$ cat src/msid_pkg.sv
package msid_pkg;

  // Sizes of the decoder
  localparam int NCPU      = 8;
  localparam int ADDR_W    = 32;
  localparam int DATA_W    = 32;
  localparam int PAYLOAD_W = 16;
  localparam int ID_W      = 8;

  // Fixed pattern in the top address bits that marks an interrupt message
  localparam logic [11:0] MSG_WINDOW = 12'h0FEE;

  // Address word field positions
  localparam int WIN_HI = 31;
  localparam int WIN_LO = 20;
  localparam int TGT_HI = 19;
  localparam int TGT_LO = 12;
  localparam int RH_BIT = 3;
  localparam int DM_BIT = 2;

  // Payload word field positions
  localparam int VEC_HI    = 7;
  localparam int VEC_LO    = 0;
  localparam int MODE_HI   = 10;
  localparam int MODE_LO   = 8;
  localparam int LEVEL_BIT = 14;
  localparam int TRIG_BIT  = 15;

  // Cluster split of a logical identifier
  localparam int CL_HI  = 7;
  localparam int CL_LO  = 4;
  localparam int MEM_HI = 3;
  localparam int MEM_LO = 0;

  // Vector sent when the delivery kind discards it
  localparam logic [ID_W-1:0] VEC_NONE = 8'h00;

  // Delivery kinds
  typedef enum logic [2:0] {
    DLV_FIXED   = 3'h0,
    DLV_LOWEST  = 3'h1,
    DLV_SYSMGMT = 3'h2,
    DLV_RSVD3   = 3'h3,
    DLV_NMI     = 3'h4,
    DLV_INIT    = 3'h5,
    DLV_RSVD6   = 3'h6,
    DLV_EXTCTL  = 3'h7
  } msid_mode_type;

  typedef enum logic [0:0] {
    PH_IDLE = 1'h0,
    PH_HELD = 1'h1
  } msid_phase_type;

  // Per-processor settings of a local interrupt unit
  typedef struct packed {
    logic            enabled;
    logic            flatModel;
    logic [ID_W-1:0] physId;
    logic [ID_W-1:0] logicalId;
    logic [ID_W-1:0] taskPrio;
  } msid_cpu_cfg_type;

  // Message as handed to the processors
  typedef struct packed {
    logic [ID_W-1:0] vector;
    msid_mode_type   mode;
    logic            levelTrig;
    logic            assertLvl;
  } msid_info_type;

  // Complete state of the decoder
  typedef struct packed {
    msid_phase_type       phase;
    logic                 memValid;
    logic [ADDR_W-1:0]    memAddr;
    logic [DATA_W-1:0]    memData;
    logic [ADDR_W-1:0]    msgAddr;
    logic [PAYLOAD_W-1:0] msgPayload;
    logic [NCPU-1:0]      deliver;
    logic [NCPU-1:0]      intrRaise;
    msid_info_type        info;
    logic                 dropped;
  } msid_state_type;

endpackage

$ cat src/msid_target_match.sv
`timescale 1ns/1ps
module msid_target_match (
  // Decoded address fields and the lowest priority select
  input  wire logic [msid_pkg::ID_W-1:0]               target,
  input  wire logic                                    redirHint,
  input  wire logic                                    destInterp,
  input  wire logic                                    lowestSel,
  // Processor settings
  input  wire msid_pkg::msid_cpu_cfg_type [msid_pkg::NCPU-1:0] cpuCfg,
  // Match results
  output logic [msid_pkg::NCPU-1:0]                    physMatch,
  output logic [msid_pkg::NCPU-1:0]                    logMatch,
  output logic [msid_pkg::NCPU-1:0]                    pick
);

  logic [msid_pkg::NCPU-1:0] cand;

  // Flat model: any common bit; cluster model: same cluster, common member bit
  function automatic logic logical_hit(input msid_pkg::msid_cpu_cfg_type c,
                                       input logic [msid_pkg::ID_W-1:0] t);
    logic hit;
    if (c.flatModel) begin
      hit = |(c.logicalId & t);
    end else begin
      hit = (c.logicalId[msid_pkg::CL_HI:msid_pkg::CL_LO] == t[msid_pkg::CL_HI:msid_pkg::CL_LO])
          && |(c.logicalId[msid_pkg::MEM_HI:msid_pkg::MEM_LO]
               & t[msid_pkg::MEM_HI:msid_pkg::MEM_LO]);
    end
    return hit;
  endfunction

  // Disabled processors never match, so a bad identifier cannot reach them
  genvar gi;
  generate
    for (gi = 0; gi < msid_pkg::NCPU; gi++) begin : g_cpu
      assign physMatch[gi] = cpuCfg[gi].enabled && (cpuCfg[gi].physId == target);
      assign logMatch[gi]  = cpuCfg[gi].enabled && logical_hit(cpuCfg[gi], target);
    end
  endgenerate

  // Logical set only with hint and logical interpretation both set
  assign cand = (redirHint && destInterp) ? logMatch : physMatch;

  // Lowest priority pick; ties go to the lowest index
  always_comb begin
    logic [msid_pkg::ID_W-1:0] best;
    logic                      found;
    best  = '0;
    found = 1'b0;
    pick  = '0;
    for (int i = 0; i < msid_pkg::NCPU; i++) begin
      if (cand[i] && (!found || cpuCfg[i].taskPrio < best)) begin
        best  = cpuCfg[i].taskPrio;
        found = 1'b1;
        pick  = '0;
        pick[i] = 1'b1;
      end
    end
    if (!lowestSel) begin
      pick = cand;
    end
  end

endmodule

$ cat src/msid_decoder.sv
`timescale 1ns/1ps
// Summary of operation
// Only addresses whose top twelve bits carry the fixed pattern are interrupt messages.
// Every write inside the one-megabyte window is routed as a message, never memory.
// Address bits carry an eight-bit target identifier naming receiving processors.
// Hint clear delivers to the processor named by the target identifier.
// Hint clear ignores the destination interpretation bit entirely.
// Requester avoids all-ones physical target and names present enabled processors.
// Flat logical targets set only bits of present enabled processors.
// Cluster logical targets avoid all-ones and select only present enabled processors.
// Hint set, physical interpretation: only the matching physical identifier, no redirection.
// Hint and logical interpretation set: redirect among logically matching processors only.
// Reserved payload bits are preserved by software and ignored here.
// Requester keeps the vector between 010H and 0FEH.
// Fixed code delivers to every listed processor, edge or level.
// Lowest priority code delivers to the single lowest-priority listed processor.
// System management code is edge only and its vector is ignored.
// Non-maskable code goes to all listed, vector dropped, always edge.
// Initialisation code goes to all listed, vector dropped, always edge.
// External controller code raises the maskable request input of listed processors.
// Edge messages always assert; level messages carry the level bit.
// Trigger bit zero means edge, one means level.
// Requester sends each interrupt as one doubleword memory write.
// Undefined delivery codes 011B and 110B are dropped undelivered.
// Fields sit at the standard message address and payload positions.
module msid_decoder (
  // Clock and reset
  input  wire logic                                        clk,
  input  wire logic                                        nrst,
  // Doubleword write path from the requesting function
  input  wire logic                                        wrValid,
  input  wire logic [msid_pkg::ADDR_W-1:0]                 wrAddr,
  input  wire logic [msid_pkg::DATA_W-1:0]                 wrData,
  // Ordinary memory traffic passed on
  output logic                                             memValid,
  output logic [msid_pkg::ADDR_W-1:0]                      memAddr,
  output logic [msid_pkg::DATA_W-1:0]                      memData,
  // Local interrupt unit settings
  input  wire msid_pkg::msid_cpu_cfg_type [msid_pkg::NCPU-1:0] cpuCfg,
  // Delivery to the processors
  output logic [msid_pkg::NCPU-1:0]                        intDeliver,
  output logic [msid_pkg::NCPU-1:0]                        intrRaise,
  output msid_pkg::msid_info_type                          intInfo,
  output logic                                             msgDropped,
  // Last captured message words
  output logic [msid_pkg::ADDR_W-1:0]                      msgAddrQ,
  output logic [msid_pkg::PAYLOAD_W-1:0]                   msgPayloadQ
);

  msid_pkg::msid_state_type s_q;
  msid_pkg::msid_state_type s_d;

  logic                          inWindow;
  logic [msid_pkg::ID_W-1:0]     target;
  logic                          redirHint;
  logic                          destInterp;
  msid_pkg::msid_mode_type       mode;
  logic [msid_pkg::ID_W-1:0]     vecField;
  logic                          levelBit;
  logic                          trigBit;
  logic [msid_pkg::NCPU-1:0]     physMatch;
  logic [msid_pkg::NCPU-1:0]     logMatch;
  logic [msid_pkg::NCPU-1:0]     pick;
  logic                          held;

  // Window test on the incoming address
  assign inWindow = wrAddr[msid_pkg::WIN_HI:msid_pkg::WIN_LO] == msid_pkg::MSG_WINDOW;

  // Field split of the held message; reserved bits are never looked at
  assign target     = s_q.msgAddr[msid_pkg::TGT_HI:msid_pkg::TGT_LO];
  assign redirHint  = s_q.msgAddr[msid_pkg::RH_BIT];
  assign destInterp = s_q.msgAddr[msid_pkg::DM_BIT];
  assign mode       = msid_pkg::msid_mode_type'(s_q.msgPayload[msid_pkg::MODE_HI:msid_pkg::MODE_LO]);
  assign vecField   = s_q.msgPayload[msid_pkg::VEC_HI:msid_pkg::VEC_LO];
  assign levelBit   = s_q.msgPayload[msid_pkg::LEVEL_BIT];
  assign trigBit    = s_q.msgPayload[msid_pkg::TRIG_BIT];
  assign held       = s_q.phase == msid_pkg::PH_HELD;

  // Target selection; disabled units are screened out there
  msid_target_match u_match (
    .target     (target),
    .redirHint  (redirHint),
    .destInterp (destInterp),
    .lowestSel  (mode == msid_pkg::DLV_LOWEST),
    .cpuCfg     (cpuCfg),
    .physMatch  (physMatch),
    .logMatch   (logMatch),
    .pick       (pick)
  );

  // Next state: deliver the held message, then take a new write
  always_comb begin
    s_d           = s_q;
    s_d.memValid  = 1'b0;
    s_d.deliver   = '0;
    s_d.intrRaise = '0;
    s_d.dropped   = 1'b0;
    if (held) begin
      s_d.phase     = msid_pkg::PH_IDLE;
      s_d.info.mode = mode;
      case (mode)
        msid_pkg::DLV_FIXED,
        msid_pkg::DLV_LOWEST: begin
          s_d.deliver        = pick;
          s_d.info.vector    = vecField;
          s_d.info.levelTrig = trigBit;
        end
        msid_pkg::DLV_SYSMGMT,
        msid_pkg::DLV_NMI,
        msid_pkg::DLV_INIT: begin
          s_d.deliver        = pick;
          s_d.info.vector    = msid_pkg::VEC_NONE;
          s_d.info.levelTrig = 1'b0;
        end
        msid_pkg::DLV_EXTCTL: begin
          // Vector comes later from the acknowledge cycle
          s_d.intrRaise      = pick;
          s_d.info.vector    = msid_pkg::VEC_NONE;
          s_d.info.levelTrig = 1'b0;
        end
        default: begin
          s_d.dropped = 1'b1;
        end
      endcase
      // A message with no willing receiver is reported, not silently lost
      if (pick == '0) begin
        s_d.dropped = 1'b1;
      end
      // Edge messages are always assertions
      s_d.info.assertLvl = s_d.info.levelTrig ? levelBit : 1'b1;
    end
    // Writes are always taken; a message behind one in delivery just queues one deep
    if (wrValid) begin
      if (inWindow) begin
        s_d.phase      = msid_pkg::PH_HELD;
        s_d.msgAddr    = wrAddr;
        s_d.msgPayload = wrData[msid_pkg::PAYLOAD_W-1:0];
      end else begin
        s_d.memValid = 1'b1;
        s_d.memAddr  = wrAddr;
        s_d.memData  = wrData;
      end
    end
  end

  // State register
  always_ff @(posedge clk or negedge nrst) begin
    if (!nrst) begin
      s_q <= '0;
    end else begin
      s_q <= s_d;
    end
  end

  // Outputs straight from the state
  assign memValid    = s_q.memValid;
  assign memAddr     = s_q.memAddr;
  assign memData     = s_q.memData;
  assign intDeliver  = s_q.deliver;
  assign intrRaise   = s_q.intrRaise;
  assign intInfo     = s_q.info;
  assign msgDropped  = s_q.dropped;
  assign msgAddrQ    = s_q.msgAddr;
  assign msgPayloadQ = s_q.msgPayload;
endmodule

$ cat config.mk
export PLATFORM = sky130hd
export DESIGN_NAME = msid_decoder
export DESIGN_NICKNAME = d
export VERILOG_FILES = /design/src/msid_pkg.sv /design/src/msid_target_match.sv /design/src/msid_decoder.sv
export SDC_FILE = /design/constraint.sdc
export NUM_CORES = 1
export LEC_CHECK = 0
export ABC_AREA = 1
export BUFFER_PORTS_ARGS = -buffer_cell sky130_fd_sc_hd__buf_2
export CAP_MARGIN = 5
export CORE_MARGIN = 2
export CORE_UTILIZATION = 30
export DETAILED_ROUTE_END_ITERATION = 6
export GPL_TIMING_DRIVEN = 0
export PLACE_DENSITY = 0.56
export SLEW_MARGIN = 20
export SYNTH_ARGS = -nofsm -noshare
export SYNTH_HDL_FRONTEND = slang
export SYNTH_SLANG_ARGS = --single-unit
$ cat constraint.sdc
create_clock -name clk -period 12.03 [get_ports clk]
set_clock_uncertainty 0.15 [all_clocks]
set_input_delay 0 -clock clk [delete_from_list [all_inputs] [get_ports clk]]
set_output_delay 0 -clock clk [all_outputs]
set_load 0.02 [all_outputs]
=== Word level (Yosys, flattened, before mapping) ===
Index checks and enable logic that the tools add are counted.

* Register bits: 144

* Reductions and logical operators: 72
* Eq/ne operators: 22
* Bitwise logic cells: 17
* Magnitude comparators: 7
* Mux-type cells: 45

{| class="wikitable"
|+ Operators with widths
! kind !! number
|-
| $mux W114 || 1
|-
| $mux W8 || 12
|-
| $mux W65 || 1
|-
| $and A8 B8 Y8 || 8
|-
| $eq A8 B8 Y1 || 8
|-
| $reduce_or A8 Y1 || 8
|-
| $lt A8 B8 Y1 || 7
|-
| $mux W48 || 1
|-
| $reduce_or A4 Y1 || 9
|-
| $and A4 B4 Y4 || 8
|-
| $eq A4 B4 Y1 || 8
|-
| $logic_and A1 B1 Y1 || 32
|-
| $mux W30 || 1
|-
| $mux W1 || 21
|-
| $pmux W8 S2 || 1
|-
| $eq A12 B12 Y1 const B || 1
|-
| $eq A3 B3 Y1 const B || 3
|-
| $logic_not A8 Y1 || 1
|-
| $logic_not A1 Y1 || 7
|-
| $logic_or A1 B1 Y1 || 7
|-
| $mux W7 || 1
|-
| $mux W6 || 1
|-
| $reduce_and A2 Y1 || 3
|-
| $reduce_or A6 Y1 || 1
|-
| 12 further kinds || 12
|}

=== Depth between registers and ports, before layout ===
Gate-level depths: netlist of run 1.

* Depth after elaboration: 39
* Gate-level depth with buffers: 98

=== By module ===
A second synthesis of run 1 with hierarchy kept.

* Cells, all modules: 1262
* Area, all modules: 9521.6 µm²

{| class="wikitable"
|+ Modules (own cells, without submodules)
! module !! area each (µm²) !! instances !! cells an instance
|-
| msid_decoder || 5670.4 || 1 || 615
|-
| msid_target_match || 3851.2 || 1 || 647
|}

=== Worst setup path before layout of run 1 ===
No wires, ideal clock.

* Path type: flip-flop to flip-flop
* From: register s_q (netlist bit msgAddrQ[19])
* To: register s_q (netlist bit msgDropped)
* Slack: 1492 ps
* Path buffers: 6
* Arrival: 10314 ps
* Data required time: 11807 ps
* Cell stages (with the launch flop): 83
* Cells stage by stage: dfrtp_1 ha_1 nor2_1 nand2_1 nand2_1 nand2_1 a21oi_2 nand2_1 inv_2 buf_1 nand2_1 ha_1 nand2_1 nor2_1 a211oi_1 nand2_2 nand2_4 nand2_4 (+47 left out) nand2_4 clkbuf_1 nand2_1 o21ai_0 ha_1 a21oi_1 nor2_1 a211oi_1 nand2_1 nand2_1 nand2_2 nand2_1 nand2_1 nand2_2 nand2_1 nor2_1 nand2_1 a21oi_2

{| class="wikitable"
|+ RTL lines
! item !! RTL line !! RTL
|-
| start: declaration || msid_decoder.sv:50 || <nowiki>msid_pkg::msid_state_type s_q;</nowiki>
|-
| start signal: assignment || msid_decoder.sv:149 || <nowiki>s_q <= '0;</nowiki>
|-
| start signal: assignment || msid_decoder.sv:151 || <nowiki>s_q <= s_d;</nowiki>
|}

==> results by stage, run 1 <==
Timing:
- The total negative slack for setup checks is 0 ps.
- The number of pins exceeding their max-slew limit in the final report is 0.
- The number of failing hold endpoints at the final stage is 0.
- The transition time at the pin with the least slew margin is 839 ps.
- Across all setup checks in the final design, the least slack found is approximately 940 ps.
- Measured against its own limit, the worst slew margin works out to 0.440.
- The minimum period implied by the final worst setup slack is 11090 ps.
- Of the available clock period, the critical path in the final layout requires 0.922.
- The peak clock frequency supported by timing is 90.2 MHz.
- The number of setup violations in the final report is 0.

Outcome:
- The flow ran to the end, and the final reports show no timing, DRC or antenna violations.

Global route:
- The first global-routing pass estimated 53.9 mm of wire.
- The total overflow left after global routing is 0.
- The number of global-route vias before repair is 9721.
- The initial antenna violation count came to 2.
- Entering global routing, the biggest net connects 92 pins.
- The global-route usage over all layers is 0.222.

Synthesis:
- After synthesis the cells add up to 9090 µm².
- The number of enable-type register cells in the synthesized netlist is 0.
- The post-synthesis instance total is between 1k and 1.5k.
- A synthesized cell averages 7.88 µm².
- The net count after synthesis is 1509.
- The number of different library cells in the post-synthesis netlist is 36.
- After synthesis the netlist holds a flip-flop and latch count of between 100 and 150.
- The share of synthesized area occupied by flip-flops and latches is 0.397.
- The most used flip-flop cell after synthesis is dfrtp_1.
- The share of synthesized registers carrying an async set or reset is 1.00.
- The total number of yosys warnings is 0.

Critical path:
- The length in cells of the worst reg-to-reg path is 83.
- For the worst setup path, the data arrival time is approximately 11000 ps.
- The worst setup path is of the reg -> reg kind.
- The required time of the critical path is 12240 ps.
- The worst register-to-register path begins at msgAddrQ[19].
- The slowest stage of the critical path is the dfrtp_2 cell.
- On the worst path, the slowest cell contributes a delay of 480 ps.
- The worst setup path is captured at a register.
- Along the worst path, the maximum fanout reaches 10.
- The sort of element at the start of the critical path is a register.
- The worst register-to-register path ends at msgDropped.
- By instance count, the cell type seen most on the critical path is nand2_1.
- Across all register-to-register paths, the minimum setup slack is 940 ps.

Clock tree:
- For the worst-skew pair, the clock arrives at the later sink with an insertion delay of 430 ps.
- TritonCTS built the clock tree.
- Buffers inserted during clock tree synthesis total 17.
- The tree built by TritonCTS fans out to 144 sinks.
- The maximum level of the CTS H-tree is 4.
- The clock transition at the registers of the reported paths is approximately 60 ps.
- The cell sitting at the root of the clock tree is a clkbuf_16.
- The clock passes through at most 2 buffers.

Floorplanning:
- The die width is 178 µm.
- The number of ports placed on the die boundary is 418.
- From bottom edge to top edge, the die measures 178 µm.
- The initial utilization of the core area, before any placement, comes to 0.306.
- The standard-cell row count is 63.
- The die covers 31700 µm².
- The total core area is 29700 µm².

Power:
- The static leakage power is around 7.6 nW.
- The part of the total power dissipated in sequential elements is 0.408.
- Internal power comes to 0.000918 W.
- The maximum VDD drop is ~0.00011 V.
- The combinational fraction of design power is 0.170.
- The share of total power dissipated in the clock network is 0.421.
- Total power for the finished layout comes to 0.00127 W.
- The switching power total is approximately 0.00035 W.
- In this run the power density over the cells is approximately 95 nW/µm².
- Of the total power, the share spent switching nets is 0.275.

Placement:
- The number of placed instances, taps included, is 1961.
- The number of port buffers is 417.
- At the end of routability-driven placement, the weighted congestion stood at between 0.8 and 0.9.
- Detailed placement ended at an HPWL of 27.6 mm.
- The worst setup slack before clock tree synthesis is -1220 ps.

Drt:
- The mean routed wirelength per cell is 17.1 µm.
- The number of vias in the routed layout is ~10k.
- For this block, the initial DRC count from the detailed router was 554.
- In this run the remaining antenna-violating nets after routing total 0.
- The total wire length after detailed routing is approximately 36 mm.
- The detailed-router iteration count before antenna repair is 7.
- The post-detailed-route DRC marker count is 0.
- After detailed routing, the number of vias per cell comes to 4.67.

Layout:
- The final cell count without fillers is 2089.
- In the final layout, the share of cells above drive strength 1 is 0.339.
- The most common cell after layout, fill and taps aside is buf_2.
- The top cell types in the final layout, fill and taps aside, are buf_2 (419), nand2_1 (396), dfrtp_1 (140).
- The final layout contains 2041 nets.
- The end-of-flow core utilization is 0.451.
- Fill cells in the final layout number slightly below 3k.
- Relative to the synthesized area, the layout overhead comes to 47.4%.

Min path:
- In this run the worst hold path is classified as in -> reg.
- The startpoint of the most critical hold path is cpuCfg[25].
- The worst hold path terminates at intDeliver[0].
- The worst hold path cell count is 7.

Flow run:
- Across the run, the number of max-cap violations was 0.
==> cell families (layout without fill, tap and decap cells) <==
group | after synthesis | count (layout) | synth area share
AND/OR/NAND/NOR | 579 | 579 | 0.277
AO/OA/AOI/OAI | 157 | 157 | 0.0967
flip-flops | 144 | 144 | 0.397
buffers and inverters | 133 | 678 | 0.0617
adder cells (fa/ha/maj) | 81 | 81 | 0.112
XOR/XNOR | 59 | 59 | 0.0569
other | 0 | 1 | 0
==> flip-flops by register name, indices dropped and copies added, names as in the netlist <==
| register | flops |
|---|---|
| intrRaise | 8 |
| msgAddrQ | 32 |
| intInfo | 13 |
| msgDropped | 1 |
| memData | 32 |
| memAddr | 32 |
| msgPayloadQ | 16 |
| memValid | 1 |
| held | 1 |
| intDeliver | 8 |
==> layer usage <==
layer | part of all wire | track usage | up-vias
li1 | - | - | 4815
met4 | 0.019 | 0.0669 | 0
met3 | 0.080 | 0.0571 | 37
met1 | 0.41 | 0.272 | 4535
met2 | 0.49 | 0.385 | 373
met5 | 0 | 0 | -
==> cells in the mapped netlist (6+ instances only) <==
library cell,instances,area share
a211oi_1,10,0.0083
a21oi_1,23,0.013
a221oi_1,7,0.0067
buf_6,6,0.0074
clkbuf_1,32,0.013
dfrtp_1,144,0.40
ha_1,81,0.11
inv_1,83,0.034
nand2_1,404,0.17
nand2_2,15,0.010
nand2_4,9,0.011
nand3_1,25,0.014
nand4_1,8,0.0055
nor2_1,61,0.025
nor3b_1,6,0.0050
nor4_1,17,0.012
o21ai_0,104,0.057
or2_2,18,0.012
or4_1,7,0.0058
xnor2_1,11,0.011
xor2_1,48,0.046
==> stage by stage <==
| step | area [µm²] | hold slack (ps) |
|---|---|---|
| 3_5_place_dp | 11700 | -199 |
| 4_1_cts | 13100 | 13.3 |
| 2_1_floorplan | 9090 | -446 |
| 3_3_place_gp | 11700 | 42.3 |
| 6_report | 13400 | 2.14 |
| 5_1_grt | 13400 | 42.4 |
==> power groups by stage <==
stage / Combinational, W / Clock, W / Sequential, W
after floorplan: 0.0000593 / 0 / 0.000549
after global placement: 0.000188 / 0 / 0.000524
after detailed placement: 0.000192 / 0 / 0.000524
after CTS: 0.000212 / 0.000544 / 0.000517
after global routing: 0.000239 / 0.000566 / 0.000519
final: 0.000216 / 0.000534 / 0.000517
==> cell type report <==
| cell class | count | area (µm²) | area share |
|---|---|---|---|
| multi-input cells | 876 | 5050 | 0.377 |
| flip-flops and latches | 144 | 3610 | 0.269 |
| repair buffers | 513 | 3040 | 0.227 |
| well taps | 390 | 488 | 0.0364 |
| clock buffers | 20 | 457 | 0.0341 |
| inverters | 89 | 339 | 0.0253 |
| plain buffers | 44 | 279 | 0.0208 |
| clock inverters | 12 | 134 | 0.00999 |
| diodes | 1 | 2.50 | 0.000187 |
==> worst max-delay path by stage <==
stage | startpoint | end | slack (ps) | cells after the start
finish | msgAddrQ[19] | msgDropped | 940 | 83
global route | msgAddrQ[19] | msgDropped | -40 | 85
detailed placement | msgAddrQ[17] | msgDropped | -1220 | 80
CTS | msgAddrQ[19] | msgDropped | 1 | 83
floorplan | msgAddrQ[19] | msgDropped | 1490 | 82
global placement | msgAddrQ[19] | msgDropped | -1130 | 80
==> worst max-delay path: cells and delay by family, from the launching register on <==
kind | cells | cell delay [ps]
adders and majority gates | 8 | 2480
AOI/OAI and AO/OA | 20 | 2720
buffers and inverters | 7 | 1140
DFF | 1 | 480
and+or+nand+nor | 48 | 4030
==> what timing repair did <==
| item | in CTS | in global routing |
|---|---|---|
| pin swaps | 2 | 14 |
| endpoints found under the hold margin | 248 | 0 |
| endpoints found under the setup margin | 17 | 17 |
| buffers inserted | 9 | 14 |
| resized for setup | 29 | 46 |
| gates cloned | 0 | 3 |
| hold buffers | 69 | 0 |
Note: power is estimated with default switching activity, not from simulation.
==> inputs of run 2 (changes only) <==
Settings changed: CORE_ASPECT_RATIO set to 1.2.
==> run 2 against run 1 <==
  * Cell count grew 0.19%
  * Combinational power is essentially flat
  * Count of clock-buffer cells in the layout is the same
  * Clock power shrank 2%
  * Utilization shrank 0.15 points
  * Fmax shrank 1.2%
  * Power shrank 0.95%
  * Global-route usage shrank 0.43 points
  * Die area is essentially flat
  * Largest power group unchanged
==> results by stage, run 2 (same netlist as run 1, synthesis figures left out) <==
Outcome:
- The flow ran to the end, and the final reports show no timing, DRC or antenna violations.

Critical path:
- The gate family responsible for the most delay along the worst path is simple AND/OR/NAND/NOR gates.
- The critical path's largest stage delay was 460 ps (-20 ps).
- The cell with the largest stage delay on the worst path is dfrtp_2.
- The type of the worst setup path is reg -> reg.
- The worst setup path is launched from a register.
- The critical path endpoint category is a register.
- The data arrival time of the critical path is 11410 ps (+110 ps).
- The required time of the critical path is 12220 ps (-20 ps).
- The critical-path maximum fanout was 10 (unchanged).
- The most repeated library cell on the critical path is nand2_1.
- The worst path buffer plus inverter count was 8 (+1).

Min path:
- The worst hold-check path type is in -> reg.

Clock tree:
- The number of buffers between clock root and the deepest sink was 2 (unchanged).
- The number of sinks on the clock net came to 144 (unchanged).
- In this run the clock root is driven by a clkbuf_16.
- The source-to-sink clock delay at the later pin of the worst-skew pair is 410 ps (-20 ps).
- The number of buffers inserted during clock tree synthesis is 17 (unchanged).
- The maximum level of the CTS H-tree came to 4 (unchanged).
- The clock transition at the registers of the reported paths is 60 ps (about the same).
- TritonCTS built the clock tree.

Layout:
- The final-stage net count came to 2045 (+0.20%).
- The end-of-flow core utilization is 0.449 (-0.00153).
- The post-synthesis to final-layout area growth is 46.8%.
- The final cell count without fillers is 2093 (+0.19%).
- The share of final-layout standard cells stronger than drive strength 1 is 0.327 (-0.0120).
- The library cells used most frequently in the layout, excluding fill and tap cells, are buf_2 (419), nand2_1 (401), dfrtp_1 (140).
- The most common cell after layout, fill and taps aside is buf_2.

Floorplanning:
- The die width came to 163 µm (-8.5%).
- The number of ports placed on the die boundary was 418 (unchanged).
- The standard-cell row count came to 69 (+9.5%).
- The total core area is 29700 µm² (about the same).
- The die span in y is 195 µm (+9.3%).
- The die area is 31700 µm² (about the same).
- The starting utilization of the core area was 0.306 (about the same).

Global route:
- The number of global-route vias before repair is 9933 (+2.2%).
- The met1 usage is 0.249 (-0.0224).
- In this run the most used layer during global routing was met2.
- The initial antenna violation count is 2 (unchanged).
- The global route total overflow is 0 (unchanged).
- The global-route usage over all layers is 0.218 (-0.00429).
- The first-pass GRT wire length is 53.4 mm (-0.90%).
- The met3 demand-to-capacity share in global routing was 0.0538 (-0.00334).
- The met2 usage is 0.397 (+0.0121).
- The largest net degree at the start of global routing is 92 (unchanged).

Power:
- The cell area power density was 94.0 nW/µm² (-0.55%).
- The static leakage power came to 7.55 nW (-0.40%).
- The maximum VDD drop came to 0.000116 V (+8.2%).

Timing:
- The peak clock frequency supported by timing came to 89.1 MHz (-1.2%).
- The final period utilization is 0.933 (+0.0107).
- The relative max-transition margin is 0.291 (-0.148).
- The number of setup violations in the final report came to 0 (unchanged).
- The number of pins exceeding their max-slew limit in the final report is 0 (unchanged).
- The number of failing hold endpoints at the final stage is 0 (unchanged).
- The transition time at the pin with the least slew margin is 1060 ps (+222 ps).
- The minimum period implied by the final worst setup slack is 11220 ps (+129 ps).

Placement:
- The number of port buffers is 417 (unchanged).
- The HPWL reported at the end of detailed placement is 27.9 mm (+0.90%).
- The post-placement cell count came to 1961 (unchanged).
- The global placer's final weighted congestion was 0.915 (+3.6%).

Drt:
- The count of routing violations after the opening detailed-route iteration is 391 (-29%).
- The post-detailed-route DRC marker count is 0 (unchanged).
- The mean routed wirelength per cell is 16.8 µm (-1.8%).
- The total wire length after detailed routing is 35.2 mm (-1.6%).
- The final antenna-violating net count is 0 (unchanged).
- The number of vias per cell was 4.65 (-0.40%).
- The detailed-router iteration count before antenna repair is 5 (-2).
- The number of vias in the routed layout is 9740 (-0.20%).

Flow run:
- The total of max-cap violations came to 0 (unchanged).
## run 2: final cells by class
class / count / area (µm²)
fillers: 3026 / 16400
multi-input cells: 876 / 4960
flip-flops and latches: 144 / 3610
repair buffers: 517 / 3090
well taps: 390 / 488
clock buffers: 20 / 447
inverters: 89 / 339
plain buffers: 44 / 275
clock inverters: 12 / 135
diodes: 1 / 2.50
## run 2: worst paths after layout
kind                               from             to  slack, ps  cells after the start
max reg2reg                msgAddrQ[18]     msgDropped        810                     81
min reg2reg                msgAddrQ[27]   msgAddrQ[27]        310                      1
max                        msgAddrQ[18]     msgDropped        810                     81
max in group asynchronous          nrst   msgAddrQ[19]      10680                      4
min                         cpuCfg[181]  intDeliver[6]         40                      6
min in group asynchronous          nrst     memData[0]        590                      4
## run 2: what timing repair did
item,in CTS,in global routing
resized for setup,22,25
hold endpoints to repair,248,0
setup endpoints to repair,17,17
setup buffers,8,13
gates cloned,0,3
hold buffers,75,0
pin swaps,0,11
## run 2: per-layer routing
metal	vias to the layer above	wire length [µm]
li1	4818	-
met1	4531	14200
met2	344	17700
met3	45	2450
met4	2	843
met5	-	12
## run 2: per-stage QoR
stage	power, W	hold WS (ps)	setup WS (ps)	TNS (ps)	area (µm²)
after floorplan	0.000609	-446	1490	0	9090
after global placement	0.000710	42.5	-1060	-12130	11700
after detailed placement	0.000715	-206	-1180	-14290	11700
after CTS	0.00126	28.4	5.59	0	13200
after global routing	0.00131	76.6	-51.6	-51.6	13300
final	0.00125	43.9	808	0	13300
## run 2: worst register-to-register path: cells and delay by family (launching register included)
kind | cells | cell delay (ps)
DFF | 1 | 460
AOI/OAI and AO/OA | 20 | 2920
xor gates and xnor gates | 1 | 250
buffers and inverters | 8 | 1360
adders and majority gates | 7 | 2080
and+or+nand+nor | 45 | 3900
## run 2: power by group
| group | internal, W | switching (W) | leakage, nW |
|---|---|---|---|
| sequential | 0.000505 | 0.0000116 | 1.86 |
| combinational | 0.0000955 | 0.000118 | 5.41 |
| clock | 0.000312 | 0.000212 | 0.273 |
